`src/shared/dmci_pkg.sv`:
```
// constants, encodings and state type of the ddr2 bring-up controller
package dmci_pkg;
  localparam int CLK_PERIOD_NS = 10;
  localparam int T_POWER_US    = 200;
  // least times round up to whole cycles
  localparam int POWER_CYC =
    (T_POWER_US * 1000 + CLK_PERIOD_NS - 1) / CLK_PERIOD_NS;
  localparam int T_CKE_NS      = 400;
  localparam int CKE_CYC = (T_CKE_NS + CLK_PERIOD_NS - 1) / CLK_PERIOD_NS;
  localparam int DLL_LOCK_CYC  = 200;
  localparam int MRD_CYC       = 2;
  localparam int RP_CYC        = 3;
  localparam int RFC_CYC       = 11;
  localparam int TMR_W         = 15;
  localparam int ADDR_W        = 13;

  localparam logic [2:0] AL_MAX = 3'h6;
  localparam logic [2:0] CL_MIN = 3'h3;

  // {cs_n, ras_n, cas_n, we_n}
  localparam logic [3:0] CMD_NOP  = 4'h7;
  localparam logic [3:0] CMD_PRE  = 4'h2;
  localparam logic [3:0] CMD_REF  = 4'h1;
  localparam logic [3:0] CMD_LM   = 4'h0;

  // {ba1, ba0}
  localparam logic [1:0] BA_MR    = 2'h0;
  localparam logic [1:0] BA_EMR   = 2'h1;
  localparam logic [1:0] BA_EMR2  = 2'h2;
  localparam logic [1:0] BA_EMR3  = 2'h3;

  localparam int A10_POS     = 10;
  localparam int DLLRST_POS  = 8;
  localparam int SRF_POS     = 7;
  localparam int OCD_POS     = 7;
  localparam int AL_POS      = 3;
  localparam int CL_POS      = 4;
  localparam logic [2:0] OCD_DEFAULT = 3'h7;
  localparam logic [2:0] OCD_EXIT    = 3'h0;
  // software-owned fields: mode reg bl, bt, wr, pd; ext reg ds, odt, dqs
  localparam logic [12:0] MR_USER_MASK  = 13'h1e0f;
  localparam logic [12:0] EMR_USER_MASK = 13'h1c46;

  typedef enum logic [4:0] {
    ST_IDLE = 5'h00, ST_PWR  = 5'h01, ST_CKEW = 5'h03, ST_PRE1 = 5'h02,
    ST_EMR2 = 5'h06, ST_EMR3 = 5'h07, ST_EDLL = 5'h05, ST_MRST = 5'h04,
    ST_PRE2 = 5'h0c, ST_REF1 = 5'h0d, ST_REF2 = 5'h0f, ST_MROP = 5'h0e,
    ST_OCDD = 5'h0a, ST_OCDX = 5'h0b, ST_LOCK = 5'h09, ST_DONE = 5'h08,
    ST_UPD  = 5'h18, ST_UWT  = 5'h19
  } dmci_state_type;
endpackage

```
`src/shared/dmci_tmr_if.sv`:
```
// gap timer hookup between sequencer and timer
`timescale 1ns/100ps
interface dmci_tmr_if;
  logic                       load;
  logic [dmci_pkg::TMR_W-1:0] value;
  logic                       done;
  modport ctl (output load, output value, input done);
  modport tmr (input load, input value, output done);
endinterface

```
`src/core/dmci_timer.sv`:
```
// down counter that spaces commands on the memory bus
`timescale 1ns/100ps
module dmci_timer (
  input wire logic clk,
  input wire logic resetn,
  dmci_tmr_if.tmr  t
);
  logic [dmci_pkg::TMR_W-1:0] count_reg;

  always_ff @(posedge clk or negedge resetn) begin
    if (!resetn) begin
      count_reg <= '0;
    end else if (t.load) begin
      count_reg <= t.value;
    end else if (count_reg != '0) begin
      count_reg <= count_reg - 1'b1;
    end
  end

  assign t.done = (count_reg == '0);
endmodule

```
`src/core/dmci_init_ctrl.sv`:
```
// ddr2 power-up sequencer and mode register loader, controller side
// Operation
// - additive latency 0 to 6 only; reserved codes never sent
// - additive latency must not exceed tRCD minimum in clocks
// - write latency is read latency minus one clock
// - EMR2 bit 7 set for faster refresh when case runs hot
// - EMR2/EMR3 loaded only with banks idle, then tMRD wait
// - bits above 12 and bank bit 2 always written zero
// - driver calibration stays at default, only default and exit
// - NOP only for 200 us after start, then raise CKE
// - CKE stays high for the rest of bring-up
// - wait 400 ns after CKE before first precharge all
// - load EMR2 next, only bit 7 may be set
// - load EMR3 next with all bits zero
// - load EMR with DLL enabled and other bits zero
// - load MR with DLL reset bit; DLL needs 200 clocks
// - after DLL reset, precharge all then two refreshes
// - load MR with operating values and DLL reset bit low
// - EMR with driver default bits set, then with them clear
// - no normal access before 200 clocks after DLL reset
// - CAS latency 3 to 7 only
`timescale 1ns/100ps
module dmci_init_ctrl #(
  parameter int unsigned P_POWER_CYC = dmci_pkg::POWER_CYC,
  parameter int unsigned P_MRD_CYC   = dmci_pkg::MRD_CYC,
  parameter int unsigned P_RP_CYC    = dmci_pkg::RP_CYC,
  parameter int unsigned P_RFC_CYC   = dmci_pkg::RFC_CYC
) (
  input  wire logic        clk,
  input  wire logic        resetn,
  input  wire logic        init_start,
  input  wire logic [2:0]  cfg_cl,
  input  wire logic [2:0]  cfg_al,
  input  wire logic [3:0]  cfg_trcd,
  input  wire logic        cfg_hot,
  input  wire logic [12:0] cfg_mr,
  input  wire logic [12:0] cfg_emr,
  input  wire logic        upd_req,
  input  wire logic        upd_hot,
  input  wire logic        banks_idle,
  output logic             ddr_cke,
  output logic             ddr_cs_n,
  output logic             ddr_ras_n,
  output logic             ddr_cas_n,
  output logic             ddr_we_n,
  output logic [1:0]       ddr_ba,
  output logic [12:0]      ddr_addr,
  output logic             ddr_odt,
  output logic             init_done,
  output logic             cfg_err,
  output logic             upd_ack,
  output logic [3:0]       rd_lat,
  output logic [3:0]       wr_lat
);
  localparam int TW = dmci_pkg::TMR_W;
  localparam logic [TW-1:0] PWR_LD = TW'(P_POWER_CYC - 1);
  localparam logic [TW-1:0] CKE_LD = TW'(dmci_pkg::CKE_CYC - 1);
  localparam logic [TW-1:0] MRD_LD = TW'(P_MRD_CYC - 1);
  localparam logic [TW-1:0] RP_LD  = TW'(P_RP_CYC - 1);
  localparam logic [TW-1:0] RFC_LD = TW'(P_RFC_CYC - 1);

  dmci_tmr_if tmr ();
  dmci_timer u_timer (.clk(clk), .resetn(resetn), .t(tmr));

  dmci_pkg::dmci_state_type state_reg, state_next;
  logic [3:0]  cmd_reg, cmd_next;
  logic [1:0]  ba_reg, ba_next;
  logic [12:0] addr_reg, addr_next;
  logic        cke_reg, done_reg, err_reg, ack_reg;
  logic        cke_set, done_set, err_set, start_ok, dll_start, ack_set;
  logic [2:0]  al_reg, cl_reg;
  logic        hot_reg;
  logic [12:0] mr_reg, emr_reg, emr_op;
  logic [3:0]  rd_lat_reg, wr_lat_reg;
  logic [7:0]  dll_cnt_reg;
  logic        cfg_ok;

  assign cfg_ok = (cfg_al <= dmci_pkg::AL_MAX) &&
                  (cfg_cl >= dmci_pkg::CL_MIN) &&
                  ({1'b0, cfg_al} <= cfg_trcd);

  // operating ext value: dll on, al placed, calibration bits cleared
  assign emr_op = (emr_reg & dmci_pkg::EMR_USER_MASK) |
                  (13'(al_reg) << dmci_pkg::AL_POS);

  always_comb begin
    state_next = state_reg;
    cmd_next   = dmci_pkg::CMD_NOP;
    ba_next    = '0;
    addr_next  = '0;
    tmr.load   = 1'b0;
    tmr.value  = '0;
    cke_set    = 1'b0;
    done_set   = 1'b0;
    err_set    = 1'b0;
    start_ok   = 1'b0;
    dll_start  = 1'b0;
    ack_set    = 1'b0;
    case (state_reg)
      dmci_pkg::ST_IDLE: begin
        if (init_start && cfg_ok) begin
          start_ok   = 1'b1;
          tmr.load   = 1'b1;
          tmr.value  = PWR_LD;
          state_next = dmci_pkg::ST_PWR;
        end else if (init_start) begin
          err_set = 1'b1;
        end
      end
      dmci_pkg::ST_PWR: begin
        if (tmr.done) begin
          cke_set    = 1'b1;
          tmr.load   = 1'b1;
          tmr.value  = CKE_LD;
          state_next = dmci_pkg::ST_CKEW;
        end
      end
      dmci_pkg::ST_CKEW, dmci_pkg::ST_MRST: begin
        // the dll reset load sits in this branch only to share the gap
        if (tmr.done && state_reg == dmci_pkg::ST_CKEW) begin
          cmd_next = dmci_pkg::CMD_PRE;
          addr_next[dmci_pkg::A10_POS] = 1'b1;
          tmr.load   = 1'b1;
          tmr.value  = RP_LD;
          state_next = dmci_pkg::ST_EMR2;
        end else if (tmr.done) begin
          cmd_next  = dmci_pkg::CMD_LM;
          ba_next   = dmci_pkg::BA_MR;
          addr_next[dmci_pkg::DLLRST_POS] = 1'b1;
          dll_start  = 1'b1;
          tmr.load   = 1'b1;
          tmr.value  = MRD_LD;
          state_next = dmci_pkg::ST_PRE2;
        end
      end
      dmci_pkg::ST_EMR2: begin
        if (tmr.done) begin
          cmd_next  = dmci_pkg::CMD_LM;
          ba_next   = dmci_pkg::BA_EMR2;
          addr_next[dmci_pkg::SRF_POS] = hot_reg;
          tmr.load   = 1'b1;
          tmr.value  = MRD_LD;
          state_next = dmci_pkg::ST_EMR3;
        end
      end
      dmci_pkg::ST_EMR3: begin
        if (tmr.done) begin
          cmd_next   = dmci_pkg::CMD_LM;
          ba_next    = dmci_pkg::BA_EMR3;
          tmr.load   = 1'b1;
          tmr.value  = MRD_LD;
          state_next = dmci_pkg::ST_EDLL;
        end
      end
      dmci_pkg::ST_EDLL: begin
        if (tmr.done) begin
          // address all zero: dll enabled, optional bits left low
          cmd_next   = dmci_pkg::CMD_LM;
          ba_next    = dmci_pkg::BA_EMR;
          tmr.load   = 1'b1;
          tmr.value  = MRD_LD;
          state_next = dmci_pkg::ST_MRST;
        end
      end
      dmci_pkg::ST_PRE2: begin
        if (tmr.done) begin
          cmd_next = dmci_pkg::CMD_PRE;
          addr_next[dmci_pkg::A10_POS] = 1'b1;
          tmr.load   = 1'b1;
          tmr.value  = RP_LD;
          state_next = dmci_pkg::ST_REF1;
        end
      end
      dmci_pkg::ST_REF1, dmci_pkg::ST_REF2: begin
        if (tmr.done) begin
          cmd_next   = dmci_pkg::CMD_REF;
          tmr.load   = 1'b1;
          tmr.value  = RFC_LD;
          state_next = (state_reg == dmci_pkg::ST_REF1) ?
                       dmci_pkg::ST_REF2 : dmci_pkg::ST_MROP;
        end
      end
      dmci_pkg::ST_MROP: begin
        if (tmr.done) begin
          cmd_next  = dmci_pkg::CMD_LM;
          ba_next   = dmci_pkg::BA_MR;
          // dll reset bit stays low by the mask
          addr_next = (mr_reg & dmci_pkg::MR_USER_MASK) |
                      (13'(cl_reg) << dmci_pkg::CL_POS);
          tmr.load   = 1'b1;
          tmr.value  = MRD_LD;
          state_next = dmci_pkg::ST_OCDD;
        end
      end
      dmci_pkg::ST_OCDD, dmci_pkg::ST_OCDX: begin
        if (tmr.done) begin
          cmd_next  = dmci_pkg::CMD_LM;
          ba_next   = dmci_pkg::BA_EMR;
          addr_next = emr_op;
          // only default then exit; calibration steps are never sent
          if (state_reg == dmci_pkg::ST_OCDD) begin
            addr_next[dmci_pkg::OCD_POS +: 3] = dmci_pkg::OCD_DEFAULT;
          end
          tmr.load   = 1'b1;
          tmr.value  = MRD_LD;
          state_next = (state_reg == dmci_pkg::ST_OCDD) ?
                       dmci_pkg::ST_OCDX : dmci_pkg::ST_LOCK;
        end
      end
      dmci_pkg::ST_LOCK: begin
        if (tmr.done && dll_cnt_reg == '0) begin
          done_set   = 1'b1;
          state_next = dmci_pkg::ST_DONE;
        end
      end
      dmci_pkg::ST_DONE: begin
        if (upd_req) begin
          state_next = dmci_pkg::ST_UPD;
        end
      end
      dmci_pkg::ST_UPD: begin
        // user must hold off accesses; wait for idle banks anyway
        if (tmr.done && banks_idle) begin
          cmd_next  = dmci_pkg::CMD_LM;
          ba_next   = dmci_pkg::BA_EMR2;
          addr_next[dmci_pkg::SRF_POS] = hot_reg;
          tmr.load   = 1'b1;
          tmr.value  = MRD_LD;
          state_next = dmci_pkg::ST_UWT;
        end
      end
      dmci_pkg::ST_UWT: begin
        if (tmr.done) begin
          ack_set    = 1'b1;
          state_next = dmci_pkg::ST_DONE;
        end
      end
      default: state_next = dmci_pkg::ST_IDLE;
    endcase
  end

  always_ff @(posedge clk or negedge resetn) begin
    if (!resetn) begin
      state_reg <= dmci_pkg::ST_IDLE;
      cmd_reg   <= dmci_pkg::CMD_NOP;
      ba_reg    <= '0;
      addr_reg  <= '0;
    end else begin
      state_reg <= state_next;
      cmd_reg   <= cmd_next;
      ba_reg    <= ba_next;
      addr_reg  <= addr_next;
    end
  end

  // cke is only ever set; nothing in the sequence lowers it again
  always_ff @(posedge clk or negedge resetn) begin
    if (!resetn) begin
      cke_reg  <= 1'b0;
      done_reg <= 1'b0;
      err_reg  <= 1'b0;
      ack_reg  <= 1'b0;
    end else begin
      cke_reg  <= cke_reg | cke_set;
      done_reg <= done_reg | done_set;
      err_reg  <= err_set ? 1'b1 : (start_ok ? 1'b0 : err_reg);
      ack_reg  <= ack_set;
    end
  end

  always_ff @(posedge clk or negedge resetn) begin
    if (!resetn) begin
      al_reg     <= '0;
      cl_reg     <= dmci_pkg::CL_MIN;
      hot_reg    <= 1'b0;
      mr_reg     <= '0;
      emr_reg    <= '0;
      rd_lat_reg <= '0;
      wr_lat_reg <= '0;
    end else if (start_ok) begin
      al_reg     <= cfg_al;
      cl_reg     <= cfg_cl;
      hot_reg    <= cfg_hot;
      mr_reg     <= cfg_mr;
      emr_reg    <= cfg_emr;
      rd_lat_reg <= 4'(cfg_al) + 4'(cfg_cl);
      wr_lat_reg <= 4'(cfg_al) + 4'(cfg_cl) - 4'h1;
    end else if (state_reg == dmci_pkg::ST_DONE && upd_req) begin
      hot_reg <= upd_hot;
    end
  end

  always_ff @(posedge clk or negedge resetn) begin
    if (!resetn) begin
      dll_cnt_reg <= '0;
    end else if (dll_start) begin
      dll_cnt_reg <= 8'(dmci_pkg::DLL_LOCK_CYC);
    end else if (dll_cnt_reg != '0) begin
      dll_cnt_reg <= dll_cnt_reg - 8'h1;
    end
  end

  assign ddr_cke   = cke_reg;
  assign {ddr_cs_n, ddr_ras_n, ddr_cas_n, ddr_we_n} = cmd_reg;
  assign ddr_ba    = ba_reg;
  assign ddr_addr  = addr_reg;
  assign ddr_odt   = 1'b0;
  assign init_done = done_reg;
  assign cfg_err   = err_reg;
  assign upd_ack   = ack_reg;
  assign rd_lat    = rd_lat_reg;
  assign wr_lat    = wr_lat_reg;

  // checking helpers
  logic [14:0] low_cnt;
  logic [5:0]  cke_age;
  logic [3:0]  lm_age;
  logic [1:0]  ref_cnt;
  logic [7:0]  rst_age;
  logic        pre_seen, is_lm;
  assign is_lm = (cmd_reg == dmci_pkg::CMD_LM);

  always_ff @(posedge clk or negedge resetn) begin
    if (!resetn) begin
      low_cnt  <= '0;
      cke_age  <= '0;
      lm_age   <= 4'hf;
      ref_cnt  <= '0;
      rst_age  <= '0;
      pre_seen <= 1'b0;
    end else begin
      if (state_reg == dmci_pkg::ST_PWR && low_cnt != 15'h7fff)
        low_cnt <= low_cnt + 15'h1;
      if (cke_reg && cke_age != 6'h3f)
        cke_age <= cke_age + 6'h1;
      lm_age <= is_lm ? 4'h1 : (lm_age == 4'hf ? lm_age : lm_age + 4'h1);
      if (cmd_reg == dmci_pkg::CMD_PRE)
        pre_seen <= 1'b1;
      if (cmd_reg == dmci_pkg::CMD_REF && ref_cnt != 2'h3)
        ref_cnt <= ref_cnt + 2'h1;
      if (is_lm && ba_reg == dmci_pkg::BA_MR && addr_reg[8])
        rst_age <= 8'h1;
      else if (rst_age != '0 && rst_age != 8'hff)
        rst_age <= rst_age + 8'h1;
    end
  end
endmodule

```
`config.mk`:
```
export PLATFORM = sky130hd
export DESIGN_NAME = dmci_init_ctrl
export DESIGN_NICKNAME = d
export VERILOG_FILES = /design/src/shared/dmci_pkg.sv /design/src/shared/dmci_tmr_if.sv /design/src/core/dmci_timer.sv /design/src/core/dmci_init_ctrl.sv
export SDC_FILE = /design/constraint.sdc
export NUM_CORES = 1
export LEC_CHECK = 0
export BUFFER_PORTS_ARGS = -buffer_cell sky130_fd_sc_hd__clkbuf_2
export CORE_MARGIN = 2
export CORE_UTILIZATION = 60
export DETAILED_ROUTE_END_ITERATION = 8
export PLACE_DENSITY_LB_ADDON = 0.15
export SYNTH_ARGS = -nofsm -noshare
export SYNTH_HDL_FRONTEND = slang
export SYNTH_HIERARCHICAL = 1
export SYNTH_SLANG_ARGS = --single-unit
```
`constraint.sdc`:
```
create_clock -name clk -period 6.6 [get_ports clk]
set_input_delay 0 -clock clk [delete_from_list [all_inputs] [get_ports clk]]
set_output_delay 0 -clock clk [all_outputs]
set_load 0.01 [all_outputs]
```
==> impl_metrics.json, run 1 <==
{
  "gr-total-overflow": 0,
  "die_area_sq_um": 7540,
  "power.static_leakage_nw": 2.28,
  "post_drt_via_cell_ratio": 5.87,
  "initial_utilization": 0.612,
  "synth_enable_flop_cells": 0,
  "finalCritPeriodShare": 0.567,
  "tightestPinTransition_ns": 0.968,
  "nFillCells": 486,
  "drt_pass1_iterations": 4,
  "netlist.area_leader.share": 0.450,
  "fin_tns_setup_ns": 0,
  "layout_min_cycle_time_ns": 3.74,
  "yosys_warnings": 6,
  "hold_class": "primary input to flop",
  "cp_data_required_time_ns": 6.83,
  "detail-route-antenna-nets": 0,
  "timing.max_slew.rel_slack": 0.355,
  "synth_top_cell_by_area": "dfrtp_1",
  "synth-async-reset-ratio": 1.00,
  "kind_of_launch_point_of_the_worst_setup_path": "flop",
  "report.final.hold_viol_count": 0,
  "clk_pin_slew_ns": 0.09,
  "drv_cap": 0,
  "syn-instance-count": 390,
  "syn-cell-area_sq_um": 4110,
  "grt_pass1_wl_microns": 15200,
  "drv_slew": 0,
  "fp.coreArea_sq_um": 6720,
  "flop_and_latch_count_out_of_synthesis": 79,
  "peakVddDrop_v": 0.000235,
  "postCtsResizedCells": 0,
  "finalNetCount": 524,
  "clock_insertion_delay_worst_skew_ns": 0.36,
  "place.gp.congestion": 0.917,
  "die_width_microns": 86.8,
  "worstSetupEndpointType": "flop",
  "clockBufferDepth": 2,
  "critical_path_peak_fanout": 22,
  "clock-skew-final_ns": 0.0114,
  "vert_die_dim_microns": 86.8,
  "outcome": "finished clean",
  "met1_length_microns": 4050,
  "clock-sinks": 79,
  "io_pins": 75,
  "grt_max_degree": 80,
  "first_iter_violations": 291,
  "syn_area_per_cell_sq_um": 10.5,
  "ctsRootBufferMaster": "clkbuf_8",
  "largest_register_ffs": 15,
  "synth.top_cells.by_area": "dfrtp_1, mux2_2, dfstp_2",
  "cts_tree": "done",
  "port_buffers": 60,
  "ys_types": 64,
  "inserted_clock_buffers": 9,
  "arrival_time_reported_for_the_critical_path_endpoint_ns": 3.97,
  "drc_markers": 0,
  "per_cell_routed_wire_length_microns": 16.6,
  "route.vias.total": 3259,
  "routed_wirelength_microns": 9230,
  "power_density_nw_per_um2": 394,
  "fmax_ghz": 0.267,
  "critPathSlowestCell": "or4b_2",
  "syn2layout_area_growth_pct": 18.9,
  "post-dp-hpwl_microns": 5700,
  "synth_top_flop_cell": "dfrtp_1",
  "grt_antenna_before_repair": 0,
  "cp_cell_sequence": "inv_1 > ha_1 > or4b_2 > nor4_2 > buf_4 > a21o_1 > clkinv_1 > and3_2 > a21oi_1 > o31ai_1",
  "route.met2.wl_microns": 4460,
  "grt_setup_unrepaired": "false",
  "htreeDepth": 3,
  "synth_seq_area_share": 0.482,
  "maximum_single_stage_delay_on_the_critical_path_ns": 0.65,
  "global_routing_usage_summed_across_all_routing_layers": 0.260,
  "share_of_post_route_cells_with_drive_strength_above_1": 0.274,
  "critical_setup_path_kind": "flop to flop",
  "grt_pass1_vias": 3161,
  "setup_violations": 0,
  "holdWs_ns": 0.0174,
  "placement_rows": 30,
  "met3RoutedLength_microns": 532,
  "dr.max_layer_used": "met4",
  "antenna_cells_inserted": 0
}
[cells in the mapped netlist, drive strengths merged (2+ instances only)]
cell / instances
dfrtp: 74
mux2: 32
nor2: 32
nand2: 29
a21oi: 20
o21ai: 17
inv: 16
clkbuf: 14
nor3: 14
a22o: 12
ha: 10
buf: 8
nor2b: 8
or2: 7
mux2i: 6
o31ai: 6
xnor2: 6
xor2: 6
dfstp: 5
nand2b: 5
o21a: 5
or4: 5
and3: 4
nor4: 4
a211oi: 3
a21o: 3
a31oi: 3
nand3b: 3
o22ai: 3
o41ai: 3
a41o: 2
nand3: 2
nor3b: 2
nor4b: 2
o21bai: 2
or3: 2
[routing by layer]
| metal | global-route usage | vias to the layer above |
|---|---|---|
| met3 | 0.0590 | 20 |
| met1 | 0.356 | 1586 |
| met2 | 0.401 | 111 |
| li1 | - | 1542 |
| met4 | 0.105 | 0 |
| met5 | 0 | - |
[critical path, delay by kind of cell, from the launching register on]
kind                     cells  cell delay [ns]
AO/OA/AOI/OAI                3             0.80
adder cells (fa/ha/maj)      1             0.20
buffers and inverters        3             0.85
flip-flops                   1             0.40
AND/OR/NAND/NOR              3             1.35
[per-stage QoR]
stage	std cells	area, sq um	worst slack (ns)	total power, mW	utilization
after floorplan	396	4140	3.86	1.32	-
after global placement	516	4430	2.94	1.44	0.659
after detailed placement	516	4430	2.91	1.47	0.659
after CTS	555	4890	2.89	1.91	0.728
after global routing	555	4890	2.56	2.04	0.728
final	555	4890	2.86	1.93	0.728
[placed cells by master, fill, tap and decap left out, types with 6 or more instances in the layout]
| cell type | count |
|---|---|
| mux2_2 | 31 |
| dlygate4sd3_1 | 23 |
| nor3_1 | 13 |
| mux2i_1 | 6 |
| nand2_1 | 29 |
| inv_1 | 16 |
| a21oi_1 | 20 |
| clkbuf_8 | 9 |
| xnor2_1 | 6 |
| conb_1 | 7 |
| o21ai_0 | 17 |
| nor2_1 | 32 |
| xor2_1 | 6 |
| ha_1 | 10 |
| a22o_1 | 12 |
| dfrtp_1 | 74 |
| clkbuf_2 | 59 |
| nor2b_1 | 8 |
[logic make-up (layout without fill, tap and decap cells)]
kind of cell    Yosys count  count (layout)  share of synthesized area
compound gates           87              87                      0.147
flops                    79              79                      0.482
other cells               1               7                   0.000912
mux                      38              38                      0.102
fa+ha+maj                11              11                     0.0353
simple gates            123             123                      0.161
xor+xnor                 12              12                     0.0255
buf+inv                  39             118                     0.0468
[layout make-up]
| type | instances | area (sq um) | area share |
|---|---|---|---|
| clock buffers | 9 | 124 | 0.0253 |
| clock inverters | 7 | 111 | 0.0228 |
| inverters | 17 | 63.8 | 0.0130 |
| multi-input cells | 278 | 1960 | 0.401 |
| flip-flops and latches | 79 | 1980 | 0.405 |
| well taps | 80 | 100 | 0.0205 |
| repair buffers | 85 | 548 | 0.112 |
[final timing paths]
check / start / endpoint / slack, ns / cells after the start
max in group asynchronous: resetn / mr_reg[10] / 5.65 / 2
max reg2reg: u_timer/count_reg[0] / u_timer/count_reg[11] / 2.86 / 10
max: u_timer/count_reg[0] / u_timer/count_reg[11] / 2.86 / 10
min reg2reg: al_reg[0] / ddr_addr[3] / 0.49 / 1
min: init_start / cfg_err / 0.02 / 5
min in group asynchronous: resetn / dll_cnt_reg[2] / 0.33 / 2
[where the power goes]
part	leakage, nW	internal (mW)	switching [mW]
clock	0.120	0.223	0.202
sequential	0.973	0.663	0.189
combinational	1.19	0.332	0.317
total	2.28	1.22	0.708
[repair_timing]
item,4_1_cts,5_1_grt
setup endpoints to repair,0,0
hold endpoints to repair,95,0
buffers inserted,0,0
hold buffers,23,0
Note: power is estimated with default switching activity, not from simulation.
==> run 2: changes to the inputs <==
Settings changed: CORE_UTILIZATION 60 to 56.
Clock period 6.6 ns to 3.8 ns, I/O delays scaled along.
==> impl_metrics.json, run 2 (same netlist as run 1, synthesis figures left out) <==
{
  "outcome": "finished clean",
  "ctsRootBufferMaster": "clkbuf_8",
  "largest_register_ffs": 15,
  "area.sequential_sq_um": 1980,
  "regToRegSetupSlack_ns": 0.48,
  "ff2ff_path_depth": 9,
  "arrival_time_reported_for_the_critical_path_endpoint_ns": 3.61,
  "antenna_cells_inserted": 0,
  "per_cell_routed_wire_length_microns": 15.5,
  "drc_markers": 0,
  "cp_data_required_time_ns": 4.10,
  "clockBufferDepth": 2,
  "grt_pass1_wl_microns": 15400,
  "grt_pass1_vias": 3287,
  "most-common-layout-cells": "dfrtp_1, clkbuf_2, nor2_1, mux2_2, nand2_1",
  "post-dp-hpwl_microns": 5840,
  "syn2layout_area_growth_pct": 19.4,
  "worst_setup_path_startpoint": "u_timer/count_reg[0]",
  "holdWs_ns": 0.0204,
  "routed_wirelength_microns": 9000,
  "initial_utilization": 0.573,
  "drt_pass1_iterations": 5,
  "hold_class": "primary input to flop",
  "post-cts-setup-buffers": 0,
  "htreeDepth": 3,
  "fmax_ghz": 0.302,
  "dr.max_layer_used": "met4",
  "clock-sinks": 79,
  "clock_insertion_delay_worst_skew_ns": 0.36,
  "utilization": 0.684,
  "inserted_clock_buffers": 9,
  "finalNetCount": 529,
  "finalCritPeriodShare": 0.872,
  "route.vias.total": 3299,
  "clock-skew-final_ns": 0.0114,
  "power_density_nw_per_um2": 653,
  "placement_rows": 31,
  "tightestPinTransition_ns": 0.968,
  "gr-total-overflow": 0,
  "vert_die_dim_microns": 89.7,
  "postCtsResizedCells": 0,
  "fp.coreArea_sq_um": 7180,
  "die_width_microns": 89.7,
  "drv_cap": 0,
  "met3RoutedLength_microns": 517,
  "global_routing_usage_summed_across_all_routing_layers": 0.235,
  "clk_pin_slew_ns": 0.09,
  "report.final.hold_viol_count": 0,
  "hold_buffers": 23,
  "place.detailed.instances": 540,
  "rr_startpoint": "u_timer/count_reg[0]",
  "share_of_post_route_cells_with_drive_strength_above_1": 0.281,
  "kind_of_launch_point_of_the_worst_setup_path": "flop",
  "timing.max_slew.rel_slack": 0.355,
  "stdcell_count": 579,
  "r2r_end": "ddr_addr[5]",
  "grt_antenna_before_repair": 0,
  "route.met2.wl_microns": 4390,
  "layout_commonest_cell": "dfrtp_1",
  "met1_length_microns": 3930,
  "worstSetupEndpointType": "flop",
  "cts_tree": "done",
  "drv_slew": 0,
  "setup.worst_path.end": "ddr_addr[5]",
  "first_iter_violations": 271,
  "grt_setup_unrepaired": "false",
  "io_pins": 75,
  "place.gp.congestion": 0.950,
  "setup_violations": 0,
  "grt_max_degree": 80,
  "placed_area_sq_um": 4490,
  "peakVddDrop_v": 0.000377,
  "layout_min_cycle_time_ns": 3.32,
  "critical_setup_path_kind": "flop to flop",
  "nFillCells": 570,
  "final_area_sq_um": 4910,
  "multi_input_comb_area_sq_um": 1960,
  "port_buffers": 60,
  "detail-route-antenna-nets": 0,
  "power.static_leakage_nw": 2.29,
  "die_area_sq_um": 8050,
  "post_drt_via_cell_ratio": 5.70,
  "critical_path_peak_fanout": 9,
  "fin_tns_setup_ns": 0
}
==> run 2: cell count changes in the layout (fill, tap and decap cells not counted) <==
cell / delta
clkinv_4: -1
clkinvlp_4: +1
buf_4: +5
bufinv_16: -2
inv_6: +1
inv_8: +1
==> run 2: worst min-delay path by stage <==
| stage | start | end | slack (ns) | cells past startpoint |
|---|---|---|---|---|
| floorplan | resetn | al_reg[0] | -0.30 | 0 |
| global placement | resetn | dll_cnt_reg[2] | 0.21 | 1 |
| detailed placement | resetn | dll_cnt_reg[4] | 0.22 | 1 |
| CTS | init_start | cfg_err | 0.01 | 5 |
| global route | init_start | cfg_err | 0.04 | 5 |
| finish | init_start | cfg_err | 0.02 | 5 |
==> run 2: final cells by class <==
cell class              instances  area share
clock inverters                 7      0.0143
inverters                      17      0.0130
well taps                      99      0.0252
clock buffers                   9      0.0252
multi-input cells             278       0.399
repair buffers                 90       0.119
flip-flops and latches         79       0.404
==> run 2: metal layers <==
metal  track usage  vias to the layer above
met5             0                        -
met4        0.0821                        0
met3        0.0503                       16
met2         0.389                      114
met1         0.309                     1610
li1              -                     1559
==> run 2: metrics by stage <==
stage	power [mW]	setup slack, ns
6_report	3.21	0.485
5_1_grt	3.43	0.257
4_1_cts	3.21	0.484
3_5_place_dp	2.56	0.528
3_3_place_gp	2.51	0.699
2_1_floorplan	2.30	1.06
==> run 2: critical path, cell delays in order, from the launching register on <==
cell,delay [ns]
dfrtp_1,0.41
inv_1,0.09
ha_1,0.20
or4b_2,0.65
nor4_2,0.45
buf_4,0.26
nor2b_1,0.18
nand2_1,0.12
nor2_1,0.65
a22o_1,0.24
==> run 2: report_power, final <==
group / switching (mW) / internal (mW)
registers: 0.320 / 1.15
logic: 0.540 / 0.577
clock network: 0.358 / 0.260
==> run 3: changes to the inputs <==
Settings changed: CTS_BUF_LIST from default to sky130_fd_sc_hd__clkbuf_16.
==> impl_metrics.json, run 3 (same netlist as run 1, synthesis figures left out) <==
{
  "layout_min_cycle_time_ns": 3.28,
  "clock-sinks": 79,
  "drt_pass1_iterations": 5,
  "p_switching_mw": 1.25,
  "power.share.switching": 0.363,
  "ctsRootBufferMaster": "clkbuf_16",
  "comb_power_share": 0.325,
  "post-cts-setup-buffers": 0,
  "die_area_sq_um": 8050,
  "outcome": "finished clean",
  "holdWs_ns": 0.0357,
  "route.vias.total": 3265,
  "grt_antenna_before_repair": 0,
  "port_buffers": 60,
  "most-common-layout-cells": "dfrtp_1, clkbuf_2, nor2_1, mux2_2, nand2_1",
  "largest_register_ffs": 15,
  "critical_setup_path_kind": "flop to flop",
  "detail-route-antenna-nets": 0,
  "syn2layout_area_growth_pct": 21.6,
  "hold_class": "primary input to flop",
  "maximum_single_stage_delay_on_the_critical_path_ns": 0.66,
  "timing.max_slew.rel_slack": 0.354,
  "drv_cap": 0,
  "timing.final.ws_setup_ns": 0.516,
  "gr-total-overflow": 0,
  "clock-skew-final_ns": 0.00996,
  "clockBufferDepth": 2,
  "setup_violations": 0,
  "grt_max_degree": 80,
  "cp_cell_sequence": "inv_1 > ha_1 > or4b_2 > nor4_2 > buf_4 > nor2b_1 > nand2_1 > nor2_1 > a22o_1",
  "clkPwrFrac": 0.247,
  "power.static_leakage_nw": 2.33,
  "arrival_time_reported_for_the_critical_path_endpoint_ns": 3.56,
  "place.gp.congestion": 0.950,
  "critical_path_peak_fanout": 9,
  "power_density_nw_per_um2": 689,
  "placement_rows": 31,
  "tightestPinTransition_ns": 0.969,
  "cp_data_required_time_ns": 4.07,
  "cts_tree": "done",
  "post-dp-hpwl_microns": 5840,
  "kind_of_launch_point_of_the_worst_setup_path": "flop",
  "drc_markers": 0,
  "finalNetCount": 528,
  "htreeDepth": 3,
  "report.final.hold_viol_count": 0,
  "seq_power_share": 0.428,
  "grt_pass1_vias": 3274,
  "fmax_ghz": 0.304,
  "peakVddDrop_v": 0.000393,
  "finalCritPeriodShare": 0.864,
  "initial_utilization": 0.573,
  "postCtsResizedCells": 0,
  "grt_setup_unrepaired": "false",
  "per_cell_routed_wire_length_microns": 15.5,
  "io_pins": 75,
  "intPower_mw": 2.20,
  "antenna_cells_inserted": 0,
  "grt_pass1_wl_microns": 15400,
  "critPathSlowestCell": "or4b_2",
  "layout_commonest_cell": "dfrtp_1",
  "share_of_post_route_cells_with_drive_strength_above_1": 0.282,
  "fin_tns_setup_ns": 0,
  "global_routing_usage_summed_across_all_routing_layers": 0.233,
  "first_iter_violations": 250,
  "inserted_clock_buffers": 9,
  "worstSetupEndpointType": "flop",
  "drv_slew": 0,
  "clk_pin_slew_ns": 0.07,
  "die_width_microns": 89.7,
  "routed_wirelength_microns": 8960,
  "clock_insertion_delay_worst_skew_ns": 0.34,
  "pre_cts_setup_slack_ns": 0.528,
  "fp.coreArea_sq_um": 7180,
  "vert_die_dim_microns": 89.7,
  "post_drt_via_cell_ratio": 5.65
}
[run 3: cell count changes in the layout (fill, tap and decap cells not counted)]
cell,change
clkbuf_8,-9
dlygate4sd3_1,-1
clkbuf_16,+9
[run 3: stage by stage]
step / power, mW / instances / instance area, sq um / util
floorplan: 2.30 / 396 / 4140 / -
global placement: 2.51 / 540 / 4490 / 0.625
detailed placement: 2.56 / 540 / 4490 / 0.625
CTS: 3.45 / 578 / 5000 / 0.697
global route: 3.67 / 578 / 5000 / 0.697
finish: 3.45 / 578 / 5000 / 0.697
[run 3: cell type report]
class	instances	area, sq um
fillers	548	2170
flip-flops and latches	79	1980
multi-input cells	278	1960
repair buffers	89	576
clock buffers	9	225
well taps	99	124
clock inverters	7	70.1
inverters	17	63.8
[run 3: critical path: cells and delay by family, from the launching register on]
kind,cells,cell delay [ns]
and+or+nand+nor,5,2.04
DFF,1,0.40
buffers and inverters,2,0.34
AOI/OAI and AO/OA,1,0.24
adders and majority gates,1,0.20
[run 3: routing by layer]
layer	GRT usage	wire length (microns)	vias to the layer above
li1	-	-	1557
met1	0.308	3980	1572
met2	0.386	4270	115
met3	0.0478	537	21
met4	0.0782	168	0
met5	0	0	-
[run 3: timing repair]
item	CTS	global route
hold endpoints to repair	94	0
hold buffers	22	0
endpoints found under the setup margin	0	0
[run 3: final timing paths]
path / startpoint / endpoint / slack (ns) / cells after the start
hold reg to reg: ddr_cke / ddr_cke / 0.47 / 1
setup reg to reg: u_timer/count_reg[0] / ddr_addr[5] / 0.52 / 9
setup / recovery: u_timer/count_reg[0] / ddr_addr[5] / 0.52 / 9
max in group asynchronous: resetn / state_reg[3] / 2.82 / 2
min in group asynchronous: resetn / dll_cnt_reg[2] / 0.37 / 2
hold / removal: cfg_al[1] / al_reg[1] / 0.04 / 2
[run 3: power by group through the flow]
stage | clock (mW) | sequential, mW | combinational (mW)
after global routing | 0.900 | 1.52 | 1.25
after detailed placement | 0 | 1.48 | 1.08
after global placement | 0 | 1.46 | 1.05
after floorplan | 0 | 1.35 | 0.944
final | 0.851 | 1.48 | 1.12
after CTS | 0.864 | 1.47 | 1.12
